## src/uwb_params.svh

```systemverilog
// constants for the serial port with break reset
// Summary of operation
// RULE_01 - The port has one serial input, one serial output and optional active-low request/clear-to-send lines.
// RULE_02 - Characters carry 8 data bits with parity none, odd or even, one or two stop bits, and optional flow control.
// RULE_03 - The bit rate equals the stored divisor divided by 0.004096, covering 1200 bps to 3 Mbps.
// RULE_04 - Divisors 0x0027, 0x01D8 and 0x2C3D give 9600, 115200 and 2764800 bps within small error.
// RULE_05 - A continuous low on the serial input longer than the timeout in microseconds resets the device.
// RULE_06 - A timeout below 1000 counts as zero and one above 255000 is clamped to 255000.
// RULE_07 - The device can hold its serial output low to send a break that wakes the host.
// RULE_08 - All serial outputs float while the device is held in reset.
// RULE_09 - Any other driver on the shared lines releases them once the device leaves reset.
// RULE_10 - A character is a low start bit, data LSB first, optional parity, then high stop bits on an idle-high line.
`ifndef UWB_PARAMS_SVH
`define UWB_PARAMS_SVH

`define UWB_CLK_HZ 50000000
`define UWB_CLK_MHZ 50
// rate = divisor * 1e6 / 4096, so bit period in clocks = CLK_MHZ*4096/div
`define UWB_DIV_DEN (`UWB_CLK_MHZ * 4096)
`define UWB_OVERSAMPLE 16
`define UWB_US_TIME_NS 1000
`define UWB_US_CYC ((`UWB_US_TIME_NS * `UWB_CLK_MHZ) / 1000)
`define UWB_TO_MIN 18'd1000
`define UWB_TO_MAX 18'd255000

`define UWB_ADDR_CTRL 8'h00
`define UWB_ADDR_DIV 8'h04
`define UWB_ADDR_BRKTO 8'h08
`define UWB_ADDR_TXDATA 8'h0c
`define UWB_ADDR_RXDATA 8'h10
`define UWB_ADDR_STATUS 8'h14
`define UWB_ADDR_IRQ_STAT 8'h18
`define UWB_ADDR_IRQ_MASK 8'h1c

`define UWB_CTRL_RST 5'h00
`define UWB_DIV_RST 16'h01d8
`define UWB_BRKTO_RST 18'h00000

`define UWB_IRQ_RX_DONE 0
`define UWB_IRQ_TX_DONE 1
`define UWB_IRQ_PAR_ERR 2
`define UWB_IRQ_FRM_ERR 3
`define UWB_IRQ_BREAK 4
`define UWB_IRQ_W 5

`endif

```

## src/uwb_pkg.sv

```systemverilog
// types shared by the serial port files
package uwb_pkg;

  typedef enum logic [1:0] {
    UWB_PAR_NONE = 2'b00,
    UWB_PAR_ODD = 2'b01,
    UWB_PAR_EVEN = 2'b10
  } uwb_parity_t;

  typedef struct packed {
    logic tx_break;
    logic flow_en;
    logic two_stop;
    uwb_parity_t parity;
  } uwb_cfg_t;

  typedef enum logic [2:0] {
    UWB_TX_IDLE = 3'b000,
    UWB_TX_START = 3'b001,
    UWB_TX_DATA = 3'b010,
    UWB_TX_PAR = 3'b011,
    UWB_TX_STOP1 = 3'b100,
    UWB_TX_STOP2 = 3'b101,
    UWB_TX_BRK = 3'b110
  } uwb_tx_state_t;

  typedef enum logic [2:0] {
    UWB_RX_IDLE = 3'b000,
    UWB_RX_START = 3'b001,
    UWB_RX_DATA = 3'b010,
    UWB_RX_PAR = 3'b011,
    UWB_RX_STOP = 3'b100
  } uwb_rx_state_t;

  typedef struct packed {
    logic brk;
    logic frm_err;
    logic par_err;
    logic tx_done;
    logic rx_done;
  } uwb_irq_t;

endpackage

```

## src/uwb_baud_gen.sv

```systemverilog
// fractional bit-rate tick generator by phase accumulation
`include "uwb_params.svh"
module uwb_baud_gen #(
  parameter int unsigned W = 21,
  parameter logic [20:0] MODULUS = 21'(`UWB_DIV_DEN)
)
(
  input wire logic core_clk,
  input wire logic nrst,
  input wire logic [W-1:0] inc,
  output logic tick
);

  logic [W-1:0] acc_q;
  logic [W:0] sum;
  logic wrap;

  assign sum = {1'b0, acc_q} + {1'b0, inc};
  assign wrap = sum >= {1'b0, MODULUS};
  // one tick per modulus worth of divisor; long-run rate is exact
  assign tick = wrap;

  always_ff @(posedge core_clk)
  begin
    if (!nrst)
      acc_q <= '0;
    else if (wrap)
      acc_q <= W'(sum - {1'b0, MODULUS}); // RULE_03
    else
      acc_q <= W'(sum);
  end

endmodule

```

## src/uwb_uart.sv

```systemverilog
// serial port with flow control, break send and break-timeout reset
//
// Implementation choices: the plain strobed port and the placing of the registers.
`include "uwb_params.svh"
module uwb_uart (
  input wire logic core_clk,
  input wire logic nrst,
  input wire logic [7:0] reg_addr,
  input wire logic [31:0] reg_wdata,
  input wire logic reg_wr,
  input wire logic reg_rd,
  output logic [31:0] reg_rdata,
  input wire logic rxd_i,
  input wire logic cts_n_i,
  output logic txd_o,
  output logic txd_oe,
  output logic rts_n_o,
  output logic rts_n_oe,
  output logic irq,
  output logic break_reset_req
);

  // configuration registers
  uwb_pkg::uwb_cfg_t cfg_q;
  logic [15:0] div_q;
  logic [17:0] brkto_q;
  logic [`UWB_IRQ_W-1:0] irq_stat_q;
  logic [`UWB_IRQ_W-1:0] irq_mask_q;
  logic [31:0] rdata_q;

  // pin synchronisers: bit 0 rx, bit 1 cts
  logic [1:0] sync1_q;
  logic [1:0] sync2_q;
  logic rx_s;
  logic cts_n_s;

  always_ff @(posedge core_clk)
  begin
    if (!nrst)
    begin
      sync1_q <= 2'b11;
      sync2_q <= 2'b11;
    end
    else
    begin
      sync1_q <= {cts_n_i, rxd_i};
      sync2_q <= sync1_q;
    end
  end
  assign rx_s = sync2_q[0];
  assign cts_n_s = sync2_q[1];

  // register decode
  wire wr_ctrl = reg_wr && (reg_addr == `UWB_ADDR_CTRL);
  wire wr_div = reg_wr && (reg_addr == `UWB_ADDR_DIV);
  wire wr_brkto = reg_wr && (reg_addr == `UWB_ADDR_BRKTO);
  wire wr_tx = reg_wr && (reg_addr == `UWB_ADDR_TXDATA);
  wire wr_istat = reg_wr && (reg_addr == `UWB_ADDR_IRQ_STAT);
  wire wr_imask = reg_wr && (reg_addr == `UWB_ADDR_IRQ_MASK);
  wire rd_rx = reg_rd && (reg_addr == `UWB_ADDR_RXDATA);

  always_ff @(posedge core_clk)
  begin
    if (!nrst)
    begin
      cfg_q <= uwb_pkg::uwb_cfg_t'(`UWB_CTRL_RST);
      div_q <= `UWB_DIV_RST; // RULE_04
      brkto_q <= `UWB_BRKTO_RST;
      irq_mask_q <= '0;
    end
    else
    begin
      if (wr_ctrl)
        cfg_q <= uwb_pkg::uwb_cfg_t'(reg_wdata[4:0]); // RULE_02
      if (wr_div)
        div_q <= reg_wdata[15:0]; // RULE_03
      if (wr_brkto)
        brkto_q <= reg_wdata[17:0];
      if (wr_imask)
        irq_mask_q <= reg_wdata[`UWB_IRQ_W-1:0];
    end
  end

  // bit-rate ticks; rx runs at sixteen times the bit rate
  logic tx_tick;
  logic rx_tick;

  uwb_baud_gen u_tx_baud (
    .core_clk(core_clk),
    .nrst(nrst),
    .inc({5'h00, div_q}),
    .tick(tx_tick)
  );

  uwb_baud_gen u_rx_baud (
    .core_clk(core_clk),
    .nrst(nrst),
    .inc({1'b0, div_q, 4'h0}),
    .tick(rx_tick)
  );

  // transmitter
  uwb_pkg::uwb_tx_state_t tx_st_q;
  logic [7:0] tx_buf_q;
  logic tx_pend_q;
  logic [7:0] tx_sh_q;
  logic [2:0] tx_bit_q;
  logic tx_par_q;
  logic txd_q;
  logic tx_done_ev;

  wire par_on = cfg_q.parity != uwb_pkg::UWB_PAR_NONE;
  wire par_odd = cfg_q.parity == uwb_pkg::UWB_PAR_ODD;
  wire tx_clear = !cfg_q.flow_en || !cts_n_s; // RULE_01
  wire tx_go = tx_pend_q && tx_clear && !cfg_q.tx_break;
  wire tx_idle = tx_st_q == uwb_pkg::UWB_TX_IDLE;
  wire tx_take = tx_tick && tx_idle && tx_go;

  always_ff @(posedge core_clk)
  begin
    if (!nrst)
    begin
      tx_buf_q <= 8'h00;
      tx_pend_q <= 1'b0;
    end
    else if (wr_tx && !tx_pend_q)
    begin
      tx_buf_q <= reg_wdata[7:0];
      tx_pend_q <= 1'b1;
    end
    else if (tx_take)
      tx_pend_q <= 1'b0;
  end

  assign tx_done_ev = tx_tick && ((tx_st_q == uwb_pkg::UWB_TX_STOP2) ||
    (tx_st_q == uwb_pkg::UWB_TX_STOP1 && !cfg_q.two_stop));

  always_ff @(posedge core_clk)
  begin
    if (!nrst)
    begin
      tx_st_q <= uwb_pkg::UWB_TX_IDLE;
      tx_sh_q <= 8'h00;
      tx_bit_q <= 3'h0;
      tx_par_q <= 1'b0;
      txd_q <= 1'b1;
    end
    else if (tx_tick)
    begin
      case (tx_st_q)
        uwb_pkg::UWB_TX_IDLE:
        begin
          if (cfg_q.tx_break)
          begin
            tx_st_q <= uwb_pkg::UWB_TX_BRK;
            txd_q <= 1'b0; // RULE_07
          end
          else if (tx_go)
          begin
            tx_st_q <= uwb_pkg::UWB_TX_START;
            tx_sh_q <= tx_buf_q;
            tx_par_q <= par_odd ? ~^tx_buf_q : ^tx_buf_q;
            tx_bit_q <= 3'h0;
            txd_q <= 1'b0; // RULE_10
          end
          else
            txd_q <= 1'b1;
        end
        uwb_pkg::UWB_TX_START:
        begin
          tx_st_q <= uwb_pkg::UWB_TX_DATA;
          txd_q <= tx_sh_q[0]; // RULE_10
          tx_sh_q <= {1'b0, tx_sh_q[7:1]};
        end
        uwb_pkg::UWB_TX_DATA:
        begin
          tx_bit_q <= tx_bit_q + 3'h1;
          if (tx_bit_q == 3'h7)
          begin
            tx_st_q <= par_on ? uwb_pkg::UWB_TX_PAR : uwb_pkg::UWB_TX_STOP1;
            txd_q <= par_on ? tx_par_q : 1'b1; // RULE_02
          end
          else
          begin
            txd_q <= tx_sh_q[0];
            tx_sh_q <= {1'b0, tx_sh_q[7:1]};
          end
        end
        uwb_pkg::UWB_TX_PAR:
        begin
          tx_st_q <= uwb_pkg::UWB_TX_STOP1;
          txd_q <= 1'b1;
        end
        uwb_pkg::UWB_TX_STOP1:
        begin
          tx_st_q <= cfg_q.two_stop ? uwb_pkg::UWB_TX_STOP2 :
            uwb_pkg::UWB_TX_IDLE; // RULE_02
          txd_q <= 1'b1;
        end
        uwb_pkg::UWB_TX_STOP2:
        begin
          tx_st_q <= uwb_pkg::UWB_TX_IDLE;
          txd_q <= 1'b1;
        end
        uwb_pkg::UWB_TX_BRK:
        begin
          // hold the line low for as long as software keeps the bit set
          if (!cfg_q.tx_break)
          begin
            tx_st_q <= uwb_pkg::UWB_TX_IDLE;
            txd_q <= 1'b1;
          end
        end
        default:
        begin
          tx_st_q <= uwb_pkg::UWB_TX_IDLE;
          txd_q <= 1'b1;
        end
      endcase
    end
  end

  // receiver, sampling mid-bit on the sixteen-times tick
  uwb_pkg::uwb_rx_state_t rx_st_q;
  logic [3:0] rx_cnt_q;
  logic [2:0] rx_bit_q;
  logic [7:0] rx_sh_q;
  logic [7:0] rx_data_q;
  logic rx_valid_q;
  logic rx_perr_q;
  logic rx_done_ev;
  logic rx_frm_ev;

  wire rx_mid = rx_tick && (rx_cnt_q == 4'hf);
  wire rx_par_bad = par_odd ? (~^rx_sh_q != rx_s) : (^rx_sh_q != rx_s);
  assign rx_done_ev = rx_mid && (rx_st_q == uwb_pkg::UWB_RX_STOP);
  assign rx_frm_ev = rx_done_ev && !rx_s;

  always_ff @(posedge core_clk)
  begin
    if (!nrst)
    begin
      rx_st_q <= uwb_pkg::UWB_RX_IDLE;
      rx_cnt_q <= 4'h0;
      rx_bit_q <= 3'h0;
      rx_sh_q <= 8'h00;
      rx_perr_q <= 1'b0;
    end
    else
    begin
      if (rx_tick)
        rx_cnt_q <= rx_cnt_q + 4'h1;
      case (rx_st_q)
        uwb_pkg::UWB_RX_IDLE:
        begin
          rx_cnt_q <= 4'h0;
          if (!rx_s)
            rx_st_q <= uwb_pkg::UWB_RX_START; // RULE_10
        end
        uwb_pkg::UWB_RX_START:
          if (rx_tick && rx_cnt_q == 4'h7)
          begin
            // a glitch shorter than half a bit is not a start bit
            rx_st_q <= rx_s ? uwb_pkg::UWB_RX_IDLE : uwb_pkg::UWB_RX_DATA;
            rx_cnt_q <= 4'h0;
            rx_bit_q <= 3'h0;
            rx_perr_q <= 1'b0;
          end
        uwb_pkg::UWB_RX_DATA:
          if (rx_mid)
          begin
            rx_sh_q <= {rx_s, rx_sh_q[7:1]}; // RULE_10
            rx_bit_q <= rx_bit_q + 3'h1;
            if (rx_bit_q == 3'h7)
              rx_st_q <= par_on ? uwb_pkg::UWB_RX_PAR : uwb_pkg::UWB_RX_STOP;
          end
        uwb_pkg::UWB_RX_PAR:
          if (rx_mid)
          begin
            rx_perr_q <= rx_par_bad; // RULE_02
            rx_st_q <= uwb_pkg::UWB_RX_STOP;
          end
        uwb_pkg::UWB_RX_STOP:
          if (rx_mid)
            rx_st_q <= uwb_pkg::UWB_RX_IDLE;
        default:
          rx_st_q <= uwb_pkg::UWB_RX_IDLE;
      endcase
    end
  end

  // received byte holding register; a new byte overwrites an unread one
  always_ff @(posedge core_clk)
  begin
    if (!nrst)
    begin
      rx_data_q <= 8'h00;
      rx_valid_q <= 1'b0;
    end
    else if (rx_done_ev)
    begin
      rx_data_q <= rx_sh_q;
      rx_valid_q <= 1'b1;
    end
    else if (rd_rx)
      rx_valid_q <= 1'b0;
  end

  // break timeout: count whole microseconds of unbroken low input
  logic [5:0] us_pre_q;
  logic [17:0] low_us_q;
  logic brk_fired_q;
  logic [17:0] to_eff;

  assign to_eff = (brkto_q < `UWB_TO_MIN) ? 18'h00000 :
    (brkto_q > `UWB_TO_MAX) ? `UWB_TO_MAX : brkto_q; // RULE_06
  wire us_tick = us_pre_q == 6'(`UWB_US_CYC - 1);
  wire brk_hit = !rx_s && !brk_fired_q && (to_eff != 18'h00000) &&
    (low_us_q > to_eff); // RULE_05

  always_ff @(posedge core_clk)
  begin
    if (!nrst || rx_s)
    begin
      us_pre_q <= 6'h00;
      low_us_q <= 18'h00000;
      brk_fired_q <= 1'b0;
    end
    else
    begin
      us_pre_q <= us_tick ? 6'h00 : us_pre_q + 6'h01;
      if (us_tick && low_us_q != 18'h3ffff)
        low_us_q <= low_us_q + 18'h00001; // RULE_05
      if (brk_hit)
        brk_fired_q <= 1'b1;
    end
  end
  assign break_reset_req = brk_hit; // RULE_05

  // interrupt status, write one to clear, a new event wins over the clear
  uwb_pkg::uwb_irq_t irq_ev;
  assign irq_ev.rx_done = rx_done_ev;
  assign irq_ev.tx_done = tx_done_ev;
  assign irq_ev.par_err = rx_done_ev && rx_perr_q;
  assign irq_ev.frm_err = rx_frm_ev;
  assign irq_ev.brk = brk_hit;
  wire [`UWB_IRQ_W-1:0] irq_clr = wr_istat ? reg_wdata[`UWB_IRQ_W-1:0] : '0;

  always_ff @(posedge core_clk)
  begin
    if (!nrst)
      irq_stat_q <= '0;
    else
      irq_stat_q <= (irq_stat_q & ~irq_clr) | irq_ev;
  end
  assign irq = |(irq_stat_q & irq_mask_q);

  // read data, answered the cycle after the strobe
  wire [31:0] status_w = {26'h0, cts_n_s, rx_s, cfg_q.tx_break && !tx_idle,
    rx_valid_q, !tx_idle, tx_pend_q};
  wire [31:0] rd_mux =
    (reg_addr == `UWB_ADDR_CTRL) ? {27'h0, cfg_q} :
    (reg_addr == `UWB_ADDR_DIV) ? {16'h0, div_q} :
    (reg_addr == `UWB_ADDR_BRKTO) ? {14'h0, brkto_q} :
    (reg_addr == `UWB_ADDR_TXDATA) ? {24'h0, tx_buf_q} :
    (reg_addr == `UWB_ADDR_RXDATA) ? {24'h0, rx_data_q} :
    (reg_addr == `UWB_ADDR_STATUS) ? status_w :
    (reg_addr == `UWB_ADDR_IRQ_STAT) ? {27'h0, irq_stat_q} :
    (reg_addr == `UWB_ADDR_IRQ_MASK) ? {27'h0, irq_mask_q} : 32'h0;

  always_ff @(posedge core_clk)
  begin
    if (!nrst)
      rdata_q <= 32'h0;
    else
      rdata_q <= reg_rd ? rd_mux : 32'h0;
  end
  assign reg_rdata = rdata_q;

  // pin drivers float while reset is held
  logic rts_n_q;
  always_ff @(posedge core_clk)
  begin
    if (!nrst)
      rts_n_q <= 1'b1;
    else
      rts_n_q <= cfg_q.flow_en ? rx_valid_q : 1'b0; // RULE_01
  end
  assign txd_o = txd_q;
  assign rts_n_o = rts_n_q;
  assign txd_oe = nrst; // RULE_08
  assign rts_n_oe = nrst; // RULE_08

endmodule

```

## config.mk

```make
export PLATFORM = sky130hd
export DESIGN_NAME = uwb_uart
export DESIGN_NICKNAME = d
export VERILOG_FILES = /design/src/uwb_pkg.sv /design/src/uwb_baud_gen.sv /design/src/uwb_uart.sv
export VERILOG_INCLUDE_DIRS = /design/src
export SDC_FILE = /design/constraint.sdc
export NUM_CORES = 1
export LEC_CHECK = 0
export ABC_AREA = 1
export ABC_CLOCK_PERIOD_IN_PS = 7100
export BUFFER_PORTS_ARGS = -buffer_cell sky130_fd_sc_hd__buf_2
export CORE_ASPECT_RATIO = 1.25
export CORE_MARGIN = 5
export CORE_UTILIZATION = 65
export DETAILED_ROUTE_END_ITERATION = 10
export GPL_TIMING_DRIVEN = 0
export PLACE_DENSITY = 0.85
export SYNTH_ARGS = -nofsm -noshare
export SYNTH_HDL_FRONTEND = slang
export SYNTH_SLANG_ARGS = --single-unit
```

## constraint.sdc

```tcl
create_clock -name core_clk -period 7.1 [get_ports core_clk]
set_input_delay 0.71 -clock core_clk [delete_from_list [all_inputs] [get_ports core_clk]]
set_output_delay 0.71 -clock core_clk [all_outputs]
set_load 0.01 [all_outputs]
```

==> results of run 1 <==
## stage by stage
| stage | setup slack (ns) | std cells | cell area [sq um] | util | power [mW] |
|---|---|---|---|---|---|
| after floorplan | 3.75 | 1554 | 10700 | - | 1.75 |
| after global placement | 3.07 | 1824 | 11300 | 0.696 | 1.90 |
| after detailed placement | 3.02 | 1824 | 11300 | 0.696 | 1.92 |
| after CTS | 2.52 | 1856 | 11900 | 0.732 | 2.86 |
| after global routing | 2.20 | 1856 | 11900 | 0.732 | 3.01 |
| final | 2.47 | 1856 | 11900 | 0.732 | 2.87 |
## worst max-delay path, cell delays in order (launching register included)
cell and delay, ns:
sky130_fd_sc_hd__dfxtp_1 0.34, sky130_fd_sc_hd__or2_2 0.29, sky130_fd_sc_hd__o211ai_1 0.18, sky130_fd_sc_hd__a31oi_1 0.13, sky130_fd_sc_hd__o2111ai_1 0.68, sky130_fd_sc_hd__inv_1 0.21, sky130_fd_sc_hd__o21ai_0 0.24, sky130_fd_sc_hd__ha_1 0.30
sky130_fd_sc_hd__a21oi_1 0.13, sky130_fd_sc_hd__o21ai_0 0.09, sky130_fd_sc_hd__a21oi_1 0.13, sky130_fd_sc_hd__o21ai_0 0.09, sky130_fd_sc_hd__a21oi_1 0.13, sky130_fd_sc_hd__o21ai_0 0.08, sky130_fd_sc_hd__nand2_1 0.06, sky130_fd_sc_hd__nand2_1 0.06
sky130_fd_sc_hd__nand2_1 0.15, sky130_fd_sc_hd__inv_1 0.05, sky130_fd_sc_hd__buf_2 0.13
## cell type report
class	instances	area (sq um)	share of cell area
clock buffer	20	457	0.0385
timing repair buffer	54	270	0.0228
sequential	188	3760	0.317
tap	216	270	0.0228
inverter	199	747	0.0630
clock inverter	12	128	0.0108
buffer	50	289	0.0244
multi-input combinational	1117	5930	0.500
## cells in the mapped netlist, drive strengths merged (25+ instances only)
| cell type | instances |
|---|---|
| nand2 | 342 |
| inv | 198 |
| dfxtp | 188 |
| a21oi | 163 |
| nor2 | 145 |
| o21ai | 125 |
| nand3 | 106 |
| ha | 60 |
| nor3 | 29 |
| nand4 | 28 |
| buf | 25 |
| clkbuf | 25 |
## where the power goes
part / internal [mW] / total [mW] / switching [mW]
registers: 1.12 / 1.16 / 0.0377
logic: 0.258 / 0.759 / 0.501
clock network: 0.512 / 0.951 / 0.439
## cell usage in the layout (no fill, tap or decap), drive strengths merged, types with 2 or more instances in the layout
cell	n
o21bai	2
a21oi	163
fa	2
nor4	6
and3	3
o21a	4
xor2	14
clkinv	6
a21o	2
xnor2	10
nand3	106
nor2	145
o21ai	125
nand2	342
mux2	6
or2	8
inv	203
a221oi	6
ha	60
nand4	28
clkbuf	45
a22oi	2
dfxtp	188
buf	79
nor3	29
and2	3
conb	14
o22ai	3
a31oi	6
o211ai	4
o2111ai	3
a211oi	11
nand3b	3
## cells by family after synthesis
group	Yosys count	synth area share
AOI/OAI and AO/OA	337	0.172
xor gates and xnor gates	24	0.0197
adders and majority gates	62	0.0740
muxes	6	0.00632
DFF	188	0.352
buffers and inverters	249	0.0970
and+or+nand+nor	674	0.279
other	1	0.000351
## metal layers
layer  routed length (microns)  share of wire  vias to the layer above
met3                      2020          0.067                      122
met2                     14400           0.48                      510
met1                     12100           0.40                     4904
li1                          -              -                     5278
met4                      1570          0.052                        0
met5                         0              0                        -
## registers in the layout (all words and copies together), names as in the netlist, 3 cells and up
| register | cells |
|---|---|
| low_us_q | 18 |
| cfg_q | 5 |
| us_pre_q | 6 |
| tx_bit_q | 3 |
| rx_st_q | 3 |
| reg_rdata | 18 |
| rx_cnt_q | 4 |
| rx_data_q | 8 |
| div_q | 16 |
| brkto_q | 18 |
| irq_stat_q | 5 |
| rx_sh_q | 8 |
| tx_sh_q | 8 |
| u_rx_baud.acc_q | 17 |
| irq_mask_q | 5 |
| tx_buf_q | 8 |
| u_tx_baud.acc_q | 21 |
| tx_st_q | 3 |
| rx_bit_q | 3 |
## final timing paths
check / end / slack, ns / cells past startpoint
max: break_reset_req / 2.47 / 18
min: sync2_q[0] / 0.43 / 1
max reg2reg: irq_stat_q[4] / 3.58 / 17
min reg2reg: sync2_q[0] / 0.43 / 1
==> flow_summary.html, run 1 <==
<table>
<tr><th>Metric</th><th>Value</th></tr>
<tr><th colspan="2">GRT</th></tr>
<tr><td>Global route hottest layer</td><td>met2</td></tr>
<tr><td>Total routing usage reported by global routing</td><td>0.310</td></tr>
<tr><td>Gr ovfl total</td><td>0</td></tr>
<tr><td>Maximum number of pins on one net before global-route repair</td><td>18</td></tr>
<tr><td>Number of global-route vias before repair</td><td>10341</td></tr>
<tr><td>GRT met1 Usage</td><td>0.370</td></tr>
<tr><td>Initial antenna violation count</td><td>0</td></tr>
<tr><td>Met3 Resource Use GR</td><td>0.0496</td></tr>
<tr><td>GR Util met2</td><td>0.530</td></tr>
<tr><td>First-pass GRT wire length</td><td>49000 microns</td></tr>
<tr><th colspan="2">Power and ir drop</th></tr>
<tr><td>Power per Cell Area</td><td>242 nW/um^2</td></tr>
<tr><td>Peak supply drop</td><td>237 uV</td></tr>
<tr><td>Pleak</td><td>5.40 nW</td></tr>
<tr><th colspan="2">Worst hold path</th></tr>
<tr><td>Critical hold path startpoint</td><td>sync1_q[0]</td></tr>
<tr><td>Path class of the lowest-slack min-delay path</td><td>reg2reg</td></tr>
<tr><th colspan="2">Synthesis</th></tr>
<tr><td>Average cell area after synthesis</td><td>6.93 sq um</td></tr>
<tr><td>Yosys top cell area share</td><td>0.352</td></tr>
<tr><td>Synth top area cells</td><td>sky130_fd_sc_hd__dfxtp_1, sky130_fd_sc_hd__nand2_1, sky130_fd_sc_hd__a21oi_1, sky130_fd_sc_hd__ha_1, sky130_fd_sc_hd__inv_1</td></tr>
<tr><td>Number of synthesized flops with an enable pin</td><td>0</td></tr>
<tr><td>Netlist cell types</td><td>55</td></tr>
<tr><td>Post-Syn Instances</td><td>1541</td></tr>
<tr><td>Number of synthesized register bits</td><td>188</td></tr>
<tr><td>Post-synth top area cell</td><td>sky130_fd_sc_hd__dfxtp_1</td></tr>
<tr><td>Warnings from Yosys</td><td>0</td></tr>
<tr><td>Post-synthesis sequential area ratio</td><td>0.352</td></tr>
<tr><td>Prevailing post-synth register cell</td><td>sky130_fd_sc_hd__dfxtp_1</td></tr>
<tr><td>Netlist area before placement</td><td>10700 sq um</td></tr>
<tr><td>Async set-reset flop share out of synthesis</td><td>0</td></tr>
<tr><th colspan="2">CTS</th></tr>
<tr><td>Clock transition at path regs</td><td>roughly 0.070 ns</td></tr>
<tr><td>Clock root cell</td><td>sky130_fd_sc_hd__clkbuf_16</td></tr>
<tr><td>Max Root-Sink Buffers</td><td>2</td></tr>
<tr><td>Clock buffers created by TritonCTS</td><td>17</td></tr>
<tr><td>H-tree depth reported by CTS</td><td>4</td></tr>
<tr><td>Insertion delay to the later sink of the worst-skew pair</td><td>0.44 ns</td></tr>
<tr><td>Hold Buf Count CTS</td><td>0</td></tr>
<tr><td>Setup fix buffers added after clock tree synthesis</td><td>0</td></tr>
<tr><td>CTS sink count</td><td>188</td></tr>
<tr><td>CTS-repair resized insts</td><td>0</td></tr>
<tr><td>CTS tree</td><td>yes</td></tr>
<tr><th colspan="2">Floorplanning</th></tr>
<tr><td>X dimension of the die</td><td>125 microns</td></tr>
<tr><td>Die Footprint</td><td>19100 sq um</td></tr>
<tr><td>Core area</td><td>16200 sq um</td></tr>
<tr><td>Effective utilization at floorplan</td><td>0.660</td></tr>
<tr><td>DIE HEIGHT</td><td>between 150 and 200 microns</td></tr>
<tr><td>Top-level I/O count</td><td>between 80 and 90</td></tr>
<tr><td>Count of standard-cell rows</td><td>52</td></tr>
<tr><th colspan="2">STA</th></tr>
<tr><td>Slew at the pin closest to its max-slew limit</td><td>roughly 0.8 ns</td></tr>
<tr><td>RSZ-0062 raised after global routing</td><td>false</td></tr>
<tr><td>Final hold viol count</td><td>0</td></tr>
<tr><td>Worst slew margin relative to its limit</td><td>0.461</td></tr>
<tr><td># setup viols final</td><td>0</td></tr>
<tr><td>Setup total negative slack</td><td>0 ns</td></tr>
<tr><td>Final hold slack</td><td>0.433 ns</td></tr>
<tr><td>Timing-limited maximum frequency</td><td>216 MHz</td></tr>
<tr><td>Min Clock Period, post-route</td><td>4.63 ns</td></tr>
<tr><td>Final period util</td><td>0.652</td></tr>
<tr><td>Final number of max-transition violations</td><td>0</td></tr>
<tr><td>Max Clock Skew</td><td>0.0103 ns</td></tr>
<tr><th colspan="2">Critical path</th></tr>
<tr><td>Category of the most critical setup path</td><td>reg2out</td></tr>
<tr><td>Startpoint class of the critical path</td><td>register</td></tr>
<tr><td>Critical Path End Type</td><td>primary output</td></tr>
<tr><td>Required time at the endpoint of the critical path</td><td>between 6 and 7 ns</td></tr>
<tr><td>Arrival time at the worst endpoint</td><td>3.92 ns</td></tr>
<tr><td>Maximum fanout along the worst path</td><td>10</td></tr>
<tr><td>Critical R2R Launch</td><td>brkto_q[0]</td></tr>
<tr><td>Source of the critical timing path</td><td>brkto_q[0]</td></tr>
<tr><th colspan="2">Drt</th></tr>
<tr><td>Via density</td><td>5.83</td></tr>
<tr><td>Number of nets with antenna violations after routing</td><td>0</td></tr>
<tr><td>Number of DRC violations after detailed routing</td><td>0</td></tr>
<tr><td>Post-detailed-route wirelength per cell</td><td>~16 microns</td></tr>
<tr><td>Number of design-rule violations left by the first detailed-router iteration</td><td>about 1000</td></tr>
<tr><td>Drt pass-1 iters</td><td>6</td></tr>
<tr><td>Detailed-route wire length</td><td>between 30000 and 40000 microns</td></tr>
<tr><td>Detailed-route via count</td><td>roughly 11000</td></tr>
<tr><th colspan="2">Placement</th></tr>
<tr><td>Placed wire-length estimate after detailed placement</td><td>22800 microns</td></tr>
<tr><td>Final GP Congestion</td><td>0.972</td></tr>
<tr><td>Buffers added on ports</td><td>54</td></tr>
<tr><th colspan="2">Cells and area</th></tr>
<tr><td>Share of layout cells above drive strength 1</td><td>0.0957</td></tr>
<tr><td>Layout Nets</td><td>1735</td></tr>
<tr><td>Synthesis-to-layout area growth</td><td>11.0%</td></tr>
<tr><td>Fillers</td><td>between 1000 and 1500</td></tr>
<tr><td>Antenna diodes</td><td>0</td></tr>
<tr><th colspan="2">Run status</th></tr>
<tr><td>Outcome</td><td>finished clean</td></tr>
<tr><th colspan="2">Job</th></tr>
<tr><td>Max-cap violations</td><td>0</td></tr>
</table>
No activity file was read; power rests on OpenSTA's default activity.
==> run 2, diff against run 1 <==
--- a/config.mk
+++ b/config.mk
@@ -7,14 +7,14 @@
 export NUM_CORES = 1
 export LEC_CHECK = 0
 export ABC_AREA = 1
-export ABC_CLOCK_PERIOD_IN_PS = 7100
+export ABC_CLOCK_PERIOD_IN_PS = 4100
 export BUFFER_PORTS_ARGS = -buffer_cell sky130_fd_sc_hd__buf_2
 export CORE_ASPECT_RATIO = 1.25
 export CORE_MARGIN = 5
-export CORE_UTILIZATION = 65
+export CORE_UTILIZATION = 55
 export DETAILED_ROUTE_END_ITERATION = 10
 export GPL_TIMING_DRIVEN = 0
-export PLACE_DENSITY = 0.85
+export PLACE_DENSITY = 0.77
 export SYNTH_ARGS = -nofsm -noshare
 export SYNTH_HDL_FRONTEND = slang
 export SYNTH_SLANG_ARGS = --single-unit
==> constraint.sdc (replaced) <==
create_clock -name core_clk -period 4.1 [get_ports core_clk]
set_input_delay 0.41 -clock core_clk [delete_from_list [all_inputs] [get_ports core_clk]]
set_output_delay 0.41 -clock core_clk [all_outputs]
set_load 0.01 [all_outputs]
==> run 2 against run 1 <==
Net effect:
- the run now ends with DRC left
- setup slack worse by 2.3 ns
- sequential share of layout area down 0.17 points
- critical path depth unchanged
- routed wire length down 0.43%
- clock skew up 0.0051 ns
- combinational power up 74%
- critical path type unchanged
==> flow_summary.html, run 2 (synthesis results as in run 1) <==
<table>
<tr><th>Metric</th><th>Value</th></tr>
<tr><th colspan="2">Power and ir drop</th></tr>
<tr><td>Reg power frac</td><td>0.405</td></tr>
<tr><td>Total net switching power</td><td>1.75 mW</td></tr>
<tr><td>Internal Pwr Total</td><td>3.19 mW</td></tr>
<tr><td>Clock share of power</td><td>0.329</td></tr>
<tr><td>Peak supply drop</td><td>a little over 300 uV</td></tr>
<tr><td>Logic gate share of total power</td><td>0.266</td></tr>
<tr><td>Pleak</td><td>5.41 nW</td></tr>
<tr><td>Power per Cell Area</td><td>slightly above 400 nW/um^2</td></tr>
<tr><td>Switching part of the total power</td><td>0.355</td></tr>
<tr><th colspan="2">STA</th></tr>
<tr><td>Min Clock Period, post-route</td><td>3.90 ns</td></tr>
<tr><td>Final period util</td><td>0.951</td></tr>
<tr><td>Timing-limited maximum frequency</td><td>approximately 260 MHz</td></tr>
<tr><td>Max Clock Skew</td><td>about 0.015 ns</td></tr>
<tr><td>Slew at the pin closest to its max-slew limit</td><td>0.732 ns</td></tr>
<tr><td>Setup total negative slack</td><td>0 ns</td></tr>
<tr><td>Worst path setup slack after routing</td><td>0.203 ns</td></tr>
<tr><td>Final hold viol count</td><td>0</td></tr>
<tr><td>Worst slew margin relative to its limit</td><td>0.512</td></tr>
<tr><td>Final number of max-transition violations</td><td>0</td></tr>
<tr><td># setup viols final</td><td>0</td></tr>
<tr><th colspan="2">Critical path</th></tr>
<tr><td>Category of the most critical setup path</td><td>reg2out</td></tr>
<tr><td>Startpoint class of the critical path</td><td>register</td></tr>
<tr><td>Worst setup path endpoint</td><td>break_reset_req</td></tr>
<tr><td>Critical R2R Launch</td><td>brkto_q[0]</td></tr>
<tr><td>Arrival time at the worst endpoint</td><td>around 3.5 ns</td></tr>
<tr><td>Critical Path End Type</td><td>primary output</td></tr>
<tr><td>Flop-to-flop setup slack</td><td>1.00 ns</td></tr>
<tr><td>Source of the critical timing path</td><td>brkto_q[0]</td></tr>
<tr><td>End of the worst register-to-register path</td><td>irq_stat_q[4]</td></tr>
<tr><td>Cells on worst reg2reg path</td><td>17</td></tr>
<tr><td>Maximum fanout along the worst path</td><td>6</td></tr>
<tr><td>Required time at the endpoint of the critical path</td><td>3.69 ns</td></tr>
<tr><th colspan="2">CTS</th></tr>
<tr><td>Clock buffers created by TritonCTS</td><td>17</td></tr>
<tr><td>Clock root cell</td><td>sky130_fd_sc_hd__clkbuf_16</td></tr>
<tr><td>Clock transition at path regs</td><td>0.08 ns</td></tr>
<tr><td>Max Root-Sink Buffers</td><td>2</td></tr>
<tr><td>CTS sink count</td><td>approximately 190</td></tr>
<tr><td>CTS tree</td><td>yes</td></tr>
<tr><td>Insertion delay to the later sink of the worst-skew pair</td><td>0.44 ns</td></tr>
<tr><td>H-tree depth reported by CTS</td><td>4</td></tr>
<tr><th colspan="2">Drt</th></tr>
<tr><td>Detailed-route via count</td><td>between 10000 and 15000</td></tr>
<tr><td>Number of DRC violations after detailed routing</td><td>1</td></tr>
<tr><td>Number of nets with antenna violations after routing</td><td>0</td></tr>
<tr><td>Drt pass-1 iters</td><td>9</td></tr>
<tr><td>Via density</td><td>5.63</td></tr>
<tr><td>Number of design-rule violations left by the first detailed-router iteration</td><td>between 900 and 1000</td></tr>
<tr><td>Post-detailed-route wirelength per cell</td><td>15.9 microns</td></tr>
<tr><td>Detailed-route wire length</td><td>about 30000 microns</td></tr>
<tr><th colspan="2">Cells and area</th></tr>
<tr><td>Post-route cell area</td><td>11900 sq um</td></tr>
<tr><td>Final standard cell count with taps included and fillers excluded</td><td>1878</td></tr>
<tr><td>Antenna diodes</td><td>0</td></tr>
<tr><td>Top library cells by usage in the layout, fill and taps aside</td><td>sky130_fd_sc_hd__nand2_1, sky130_fd_sc_hd__inv_1, sky130_fd_sc_hd__dfxtp_1</td></tr>
<tr><td>Largest register FFs</td><td>21</td></tr>
<tr><td>Synthesis-to-layout area growth</td><td>11.6%</td></tr>
<tr><td>Most flop-heavy register</td><td>u_tx_baud.acc_q</td></tr>
<tr><td>Share of layout cells above drive strength 1</td><td>0.0999</td></tr>
<tr><td>Fillers</td><td>1798</td></tr>
<tr><td>Core occupancy in the finished layout</td><td>0.619</td></tr>
<tr><td>Layout Nets</td><td>around 1700</td></tr>
<tr><td>Most common library cell in the layout ignoring fill and taps</td><td>sky130_fd_sc_hd__nand2_1</td></tr>
<tr><th colspan="2">Placement</th></tr>
<tr><td>Setup slack at placement</td><td>0.311 ns</td></tr>
<tr><td>Instance area after placement</td><td>11300 sq um</td></tr>
<tr><td>Placed cell count</td><td>1844</td></tr>
<tr><td>Placed wire-length estimate after detailed placement</td><td>between 20000 and 25000 microns</td></tr>
<tr><td>Buffers added on ports</td><td>54</td></tr>
<tr><td>Final GP Congestion</td><td>about 0.94</td></tr>
<tr><th colspan="2">GRT</th></tr>
<tr><td>Total routing usage reported by global routing</td><td>0.267</td></tr>
<tr><td>Initial antenna violation count</td><td>0</td></tr>
<tr><td>Gr ovfl total</td><td>0</td></tr>
<tr><td>First-pass GRT wire length</td><td>48700 microns</td></tr>
<tr><td>Number of global-route vias before repair</td><td>9931</td></tr>
<tr><td>Maximum number of pins on one net before global-route repair</td><td>20</td></tr>
<tr><th colspan="2">Run status</th></tr>
<tr><td>Failing checks</td><td>DRC</td></tr>
<tr><td>Outcome</td><td>complete, but fails checks</td></tr>
<tr><th colspan="2">Worst hold path</th></tr>
<tr><td>Path class of the lowest-slack min-delay path</td><td>in2reg</td></tr>
<tr><th colspan="2">Job</th></tr>
<tr><td>Max-cap violations</td><td>0</td></tr>
<tr><th colspan="2">Floorplanning</th></tr>
<tr><td>DIE HEIGHT</td><td>166 microns</td></tr>
<tr><td>Top-level I/O count</td><td>84</td></tr>
<tr><td>Count of standard-cell rows</td><td>57</td></tr>
<tr><td>Core area</td><td>slightly below 20000 sq um</td></tr>
<tr><td>X dimension of the die</td><td>135 microns</td></tr>
<tr><td>Effective utilization at floorplan</td><td>0.555</td></tr>
<tr><td>Die Footprint</td><td>22300 sq um</td></tr>
</table>
## run 2: cell count changes in the layout (fill, tap and decap cells not counted), sizes merged
cell,delta
clkbuf,-3
buf,+3
clkinv,+2
inv,+2
clkinvlp,-1
bufinv,-1
## run 2: power by group through the flow
stage	logic [mW]	clock network, mW	registers, mW
floorplan	1.00	0	2.03
global placement	1.26	0	2.04
detailed placement	1.28	0	2.04
CTS	1.30	1.64	2.00
global route	1.47	1.72	2.01
finish	1.32	1.63	2.00
## run 2: critical path, cell delays in order, from the launching register on
cell and delay [ns]:
sky130_fd_sc_hd__dfxtp_1 0.34, sky130_fd_sc_hd__or2_2 0.29, sky130_fd_sc_hd__o211ai_1 0.25, sky130_fd_sc_hd__a31oi_2 0.19, sky130_fd_sc_hd__o2111ai_4 0.33, sky130_fd_sc_hd__buf_4 0.19, sky130_fd_sc_hd__nand3_1 0.06, sky130_fd_sc_hd__ha_1 0.30
sky130_fd_sc_hd__a21oi_1 0.15, sky130_fd_sc_hd__nor2_1 0.05, sky130_fd_sc_hd__a211oi_1 0.15, sky130_fd_sc_hd__o21ai_0 0.12, sky130_fd_sc_hd__a21oi_1 0.13, sky130_fd_sc_hd__o21ai_0 0.08, sky130_fd_sc_hd__nand2_1 0.06, sky130_fd_sc_hd__nand2_1 0.08
sky130_fd_sc_hd__nand2_2 0.10, sky130_fd_sc_hd__inv_1 0.04, sky130_fd_sc_hd__buf_2 0.13
## run 2: timing repair
| item | 4_1_cts | 5_1_grt |
|---|---|---|
| gates resized for setup | 1 | 6 |
| hold buffers | 0 | 0 |
| setup endpoints to repair | 1 | 1 |
| pin swaps | 0 | 3 |
| setup buffers | 0 | 3 |
| hold endpoints to repair | 0 | 0 |
## run 2: layout make-up
| class | count | area, sq um | area share |
|---|---|---|---|
| flip-flops and latches | 188 | 3760 | 0.316 |
| well taps | 236 | 295 | 0.0248 |
| inverters | 199 | 747 | 0.0627 |
| clock buffers | 17 | 425 | 0.0357 |
| multi-input cells | 1117 | 5960 | 0.500 |
| repair buffers | 57 | 293 | 0.0246 |
| plain buffers | 50 | 289 | 0.0242 |
| clock inverters | 14 | 149 | 0.0125 |
## run 2: layer usage
metal  global-route usage  vias up  part of all wire
li1                     -     5269                 -
met2                0.457      380              0.49
met1                0.334     4852              0.41
met3               0.0367       76             0.065
met5                    0        -                 0
met4                0.116        0             0.035
## run 2: through the flow
| step | hold slack, ns | total power, mW |
|---|---|---|
| after global placement | 0.395 | 3.30 |
| final | 0.143 | 4.95 |
| after detailed placement | 0.405 | 3.33 |
| after global routing | 0.138 | 5.20 |
| after floorplan | 0.393 | 3.03 |
| after CTS | 0.136 | 4.94 |
## run 2: worst min path at each step
stage	from	to	slack, ns	cells past startpoint
final	cts_n_i	sync1_q[1]	0.14	2
after global routing	cts_n_i	sync1_q[1]	0.14	2
after CTS	cts_n_i	sync1_q[1]	0.14	2
after detailed placement	sync1_q[1]	sync2_q[1]	0.40	1
after global placement	sync1_q[1]	sync2_q[1]	0.40	1
after floorplan	sync1_q[0]	sync2_q[0]	0.39	1
==> run 3, diff against run 2 <==
--- a/config.mk
+++ b/config.mk
@@ -14,7 +14,7 @@
 export CORE_UTILIZATION = 55
 export DETAILED_ROUTE_END_ITERATION = 10
 export GPL_TIMING_DRIVEN = 0
-export PLACE_DENSITY = 0.77
+export PLACE_DENSITY = 0.82
 export SYNTH_ARGS = -nofsm -noshare
 export SYNTH_HDL_FRONTEND = slang
 export SYNTH_SLANG_ARGS = --single-unit
==> run 3 against run 2 <==
Net effect:
- the run now ends clean
- critical path depth unchanged
- design area up 0.25%
- sequential power about the same
- via count up 1.0%
- highest routed layer unchanged
- clock skew down 0.0060 ns
- critical path type unchanged
==> flow_summary.html, run 3 (synthesis results as in run 1) <==
<table>
<tr><th>Metric</th><th>Value</th></tr>
<tr><th colspan="2">Cells and area</th></tr>
<tr><td>Most flop-heavy register</td><td>u_tx_baud.acc_q</td></tr>
<tr><td>Largest register FFs</td><td>21</td></tr>
<tr><td>Share of layout cells above drive strength 1</td><td>0.0999</td></tr>
<tr><td>Synthesis-to-layout area growth</td><td>11.9%</td></tr>
<tr><td>Fillers</td><td>about 1700</td></tr>
<tr><td>Footprint of the flip-flops and latches</td><td>3760 sq um</td></tr>
<tr><td>Antenna diodes</td><td>0</td></tr>
<tr><td>Most common library cell in the layout ignoring fill and taps</td><td>sky130_fd_sc_hd__nand2_1</td></tr>
<tr><td>Area of the multi-input gates</td><td>between 5000 and 6000 sq um</td></tr>
<tr><td>Top library cells by usage in the layout, fill and taps aside</td><td>sky130_fd_sc_hd__nand2_1, sky130_fd_sc_hd__inv_1, sky130_fd_sc_hd__dfxtp_1</td></tr>
<tr><td>Layout Nets</td><td>1738</td></tr>
<tr><th colspan="2">Floorplanning</th></tr>
<tr><td>Count of standard-cell rows</td><td>57</td></tr>
<tr><td>X dimension of the die</td><td>135 microns</td></tr>
<tr><td>Top-level I/O count</td><td>84</td></tr>
<tr><td>Die Footprint</td><td>22300 sq um</td></tr>
<tr><td>Effective utilization at floorplan</td><td>0.555</td></tr>
<tr><td>DIE HEIGHT</td><td>166 microns</td></tr>
<tr><td>Core area</td><td>about 19000 sq um</td></tr>
<tr><th colspan="2">CTS</th></tr>
<tr><td>Insertion delay to the later sink of the worst-skew pair</td><td>~0.46 ns</td></tr>
<tr><td>CTS tree</td><td>yes</td></tr>
<tr><td>Max Root-Sink Buffers</td><td>2</td></tr>
<tr><td>H-tree depth reported by CTS</td><td>4</td></tr>
<tr><td>Clock buffers created by TritonCTS</td><td>17</td></tr>
<tr><td>Clock root cell</td><td>sky130_fd_sc_hd__clkbuf_16</td></tr>
<tr><td>CTS sink count</td><td>between 150 and 200</td></tr>
<tr><td>Hold Buf Count CTS</td><td>0</td></tr>
<tr><td>Clock transition at path regs</td><td>0.08 ns</td></tr>
<tr><th colspan="2">GRT</th></tr>
<tr><td>Number of global-route vias before repair</td><td>9932</td></tr>
<tr><td>Initial antenna violation count</td><td>0</td></tr>
<tr><td>Maximum number of pins on one net before global-route repair</td><td>20</td></tr>
<tr><td>Gr ovfl total</td><td>0</td></tr>
<tr><td>Total routing usage reported by global routing</td><td>0.265</td></tr>
<tr><td>First-pass GRT wire length</td><td>48300 microns</td></tr>
<tr><th colspan="2">Drt</th></tr>
<tr><td>Detailed-route via count</td><td>10686</td></tr>
<tr><td>Post-detailed-route wirelength per cell</td><td>16.2 microns</td></tr>
<tr><td>Number of DRC violations after detailed routing</td><td>0</td></tr>
<tr><td>Via density</td><td>between 5 and 6</td></tr>
<tr><td>Detailed-route wire length</td><td>30400 microns</td></tr>
<tr><td>Number of nets with antenna violations after routing</td><td>0</td></tr>
<tr><td>Drt pass-1 iters</td><td>7</td></tr>
<tr><td>Number of design-rule violations left by the first detailed-router iteration</td><td>around 1100</td></tr>
<tr><th colspan="2">Power and ir drop</th></tr>
<tr><td>Pleak</td><td>5.41 nW</td></tr>
<tr><td>Peak supply drop</td><td>323 uV</td></tr>
<tr><td>Total net switching power</td><td>1.75 mW</td></tr>
<tr><td>Clock share of power</td><td>0.338</td></tr>
<tr><td>Power per Cell Area</td><td>418 nW/um^2</td></tr>
<tr><td>Logic gate share of total power</td><td>0.261</td></tr>
<tr><td>Reg power frac</td><td>0.401</td></tr>
<tr><td>Post-layout power</td><td>5.00 mW</td></tr>
<tr><td>Internal Pwr Total</td><td>3.25 mW</td></tr>
<tr><td>Switching part of the total power</td><td>0.349</td></tr>
<tr><th colspan="2">Critical path</th></tr>
<tr><td>Required time at the endpoint of the critical path</td><td>3.69 ns</td></tr>
<tr><td>Most used cell, CP</td><td>sky130_fd_sc_hd__nand2_1</td></tr>
<tr><td>Startpoint class of the critical path</td><td>register</td></tr>
<tr><td>Cells along the critical path</td><td>or2_2 -&gt; o211ai_1 -&gt; a31oi_2 -&gt; o2111ai_4 -&gt; buf_4 -&gt; nand3_1 -&gt; ha_1 -&gt; nand2_1 -&gt; nor2_1 -&gt; a211oi_1 -&gt; o21ai_1 -&gt; a21oi_1 -&gt; o21ai_0 -&gt; nand2_1 -&gt; nand2_1 -&gt; nand2_1 -&gt; inv_1 -&gt; buf_2</td></tr>
<tr><td>Arrival time at the worst endpoint</td><td>3.60 ns</td></tr>
<tr><td>Category of the most critical setup path</td><td>reg2out</td></tr>
<tr><td>Critical Path End Type</td><td>primary output</td></tr>
<tr><td>Critical path's top delay family</td><td>compound AO/OA/AOI/OAI gates</td></tr>
<tr><td>Critical R2R Launch</td><td>brkto_q[0]</td></tr>
<tr><td>Crit path largest cell delay</td><td>about 0.34 ns</td></tr>
<tr><td>Source of the critical timing path</td><td>brkto_q[0]</td></tr>
<tr><td>Maximum fanout along the worst path</td><td>5</td></tr>
<tr><td>Cell with the largest stage delay on the worst path</td><td>sky130_fd_sc_hd__dfxtp_1</td></tr>
<tr><td>Buffer and inverter count on the worst path</td><td>3</td></tr>
<tr><th colspan="2">STA</th></tr>
<tr><td>Final number of max-transition violations</td><td>0</td></tr>
<tr><td>Final period util</td><td>0.977</td></tr>
<tr><td># setup viols final</td><td>0</td></tr>
<tr><td>Min Clock Period, post-route</td><td>around 4.0 ns</td></tr>
<tr><td>Final hold viol count</td><td>0</td></tr>
<tr><td>Max Clock Skew</td><td>0.00942 ns</td></tr>
<tr><td>Worst slew margin relative to its limit</td><td>0.488</td></tr>
<tr><td>Slew at the pin closest to its max-slew limit</td><td>0.768 ns</td></tr>
<tr><td>Setup total negative slack</td><td>0 ns</td></tr>
<tr><td>Timing-limited maximum frequency</td><td>approximately 250 MHz</td></tr>
<tr><th colspan="2">Run status</th></tr>
<tr><td>Outcome</td><td>finished clean</td></tr>
<tr><th colspan="2">Job</th></tr>
<tr><td>Max-cap violations</td><td>0</td></tr>
<tr><th colspan="2">Placement</th></tr>
<tr><td>Final GP Congestion</td><td>0.967</td></tr>
<tr><td>Placed wire-length estimate after detailed placement</td><td>22900 microns</td></tr>
<tr><td>Buffers added on ports</td><td>54</td></tr>
<tr><th colspan="2">Worst hold path</th></tr>
<tr><td>Path class of the lowest-slack min-delay path</td><td>in2reg</td></tr>
<tr><td>Critical hold path startpoint</td><td>rxd_i</td></tr>
</table>
==> run 3: cell count changes in the layout (fill, tap and decap cells not counted) <==
| cell | change |
|---|---|
| sky130_fd_sc_hd__bufinv_16 | +1 |
| sky130_fd_sc_hd__o2111ai_2 | +1 |
| sky130_fd_sc_hd__inv_8 | +2 |
| sky130_fd_sc_hd__clkbuf_1 | -1 |
| sky130_fd_sc_hd__clkinvlp_4 | +1 |
| sky130_fd_sc_hd__o21ai_1 | +1 |
| sky130_fd_sc_hd__clkinv_4 | -1 |
| sky130_fd_sc_hd__inv_6 | -1 |
| sky130_fd_sc_hd__nand2_1 | +1 |
| sky130_fd_sc_hd__clkinv_2 | -1 |
| sky130_fd_sc_hd__nand2_2 | -1 |
| sky130_fd_sc_hd__o21ai_0 | -1 |
| sky130_fd_sc_hd__clkinv_8 | -1 |
==> run 3: worst paths after layout <==
path	end	slack, ns	depth (start not counted)
max reg2reg	irq_stat_q[4]	0.94	17
min reg2reg	sync2_q[0]	0.42	1
min	sync1_q[0]	0.13	2
max	break_reset_req	0.09	18
==> run 3: cell type report <==
class	count	area share
buffer	49	0.0239
inverter	199	0.0625
tap	236	0.0247
clock buffer	17	0.0356
multi-input combinational	1118	0.500
sequential	188	0.315
clock inverter	14	0.0142
timing repair buffer	57	0.0245
==> run 3: stage by stage <==
| stage | hold slack (ns) | cell area, sq um | utilization | std cells | setup slack [ns] |
|---|---|---|---|---|---|
| after floorplan | 0.393 | 10700 | - | 1554 | 1.05 |
| after global placement | 0.395 | 11300 | 0.587 | 1844 | 0.398 |
| after detailed placement | 0.402 | 11300 | 0.587 | 1844 | 0.319 |
| after CTS | 0.133 | 11900 | 0.618 | 1875 | 0.0705 |
| after global routing | 0.131 | 12000 | 0.621 | 1878 | -0.199 |
| final | 0.131 | 12000 | 0.621 | 1878 | 0.0947 |
==> run 3: what timing repair did <==
item / in CTS / in global routing
pin swaps: 0 / 3
cloned: 0 / 1
setup buffers: 0 / 3
gates resized for setup: 1 / 6
endpoints found under the setup margin: 1 / 1
==> run 3: power by group through the flow <==
stage	logic [mW]	clock network [mW]	registers, mW
after floorplan	1.00	0	2.03
after global placement	1.25	0	2.04
after detailed placement	1.28	0	2.04
after CTS	1.29	1.69	2.00
after global routing	1.46	1.78	2.01
final	1.31	1.69	2.00
==> run 3: layer usage <==
| metal | up-vias | global-route usage | share of wire |
|---|---|---|---|
| li1 | 5270 | - | - |
| met1 | 4883 | 0.318 | 0.40 |
| met2 | 436 | 0.453 | 0.48 |
| met3 | 97 | 0.0524 | 0.069 |
| met4 | 0 | 0.124 | 0.044 |
| met5 | - | 0 | 0 |
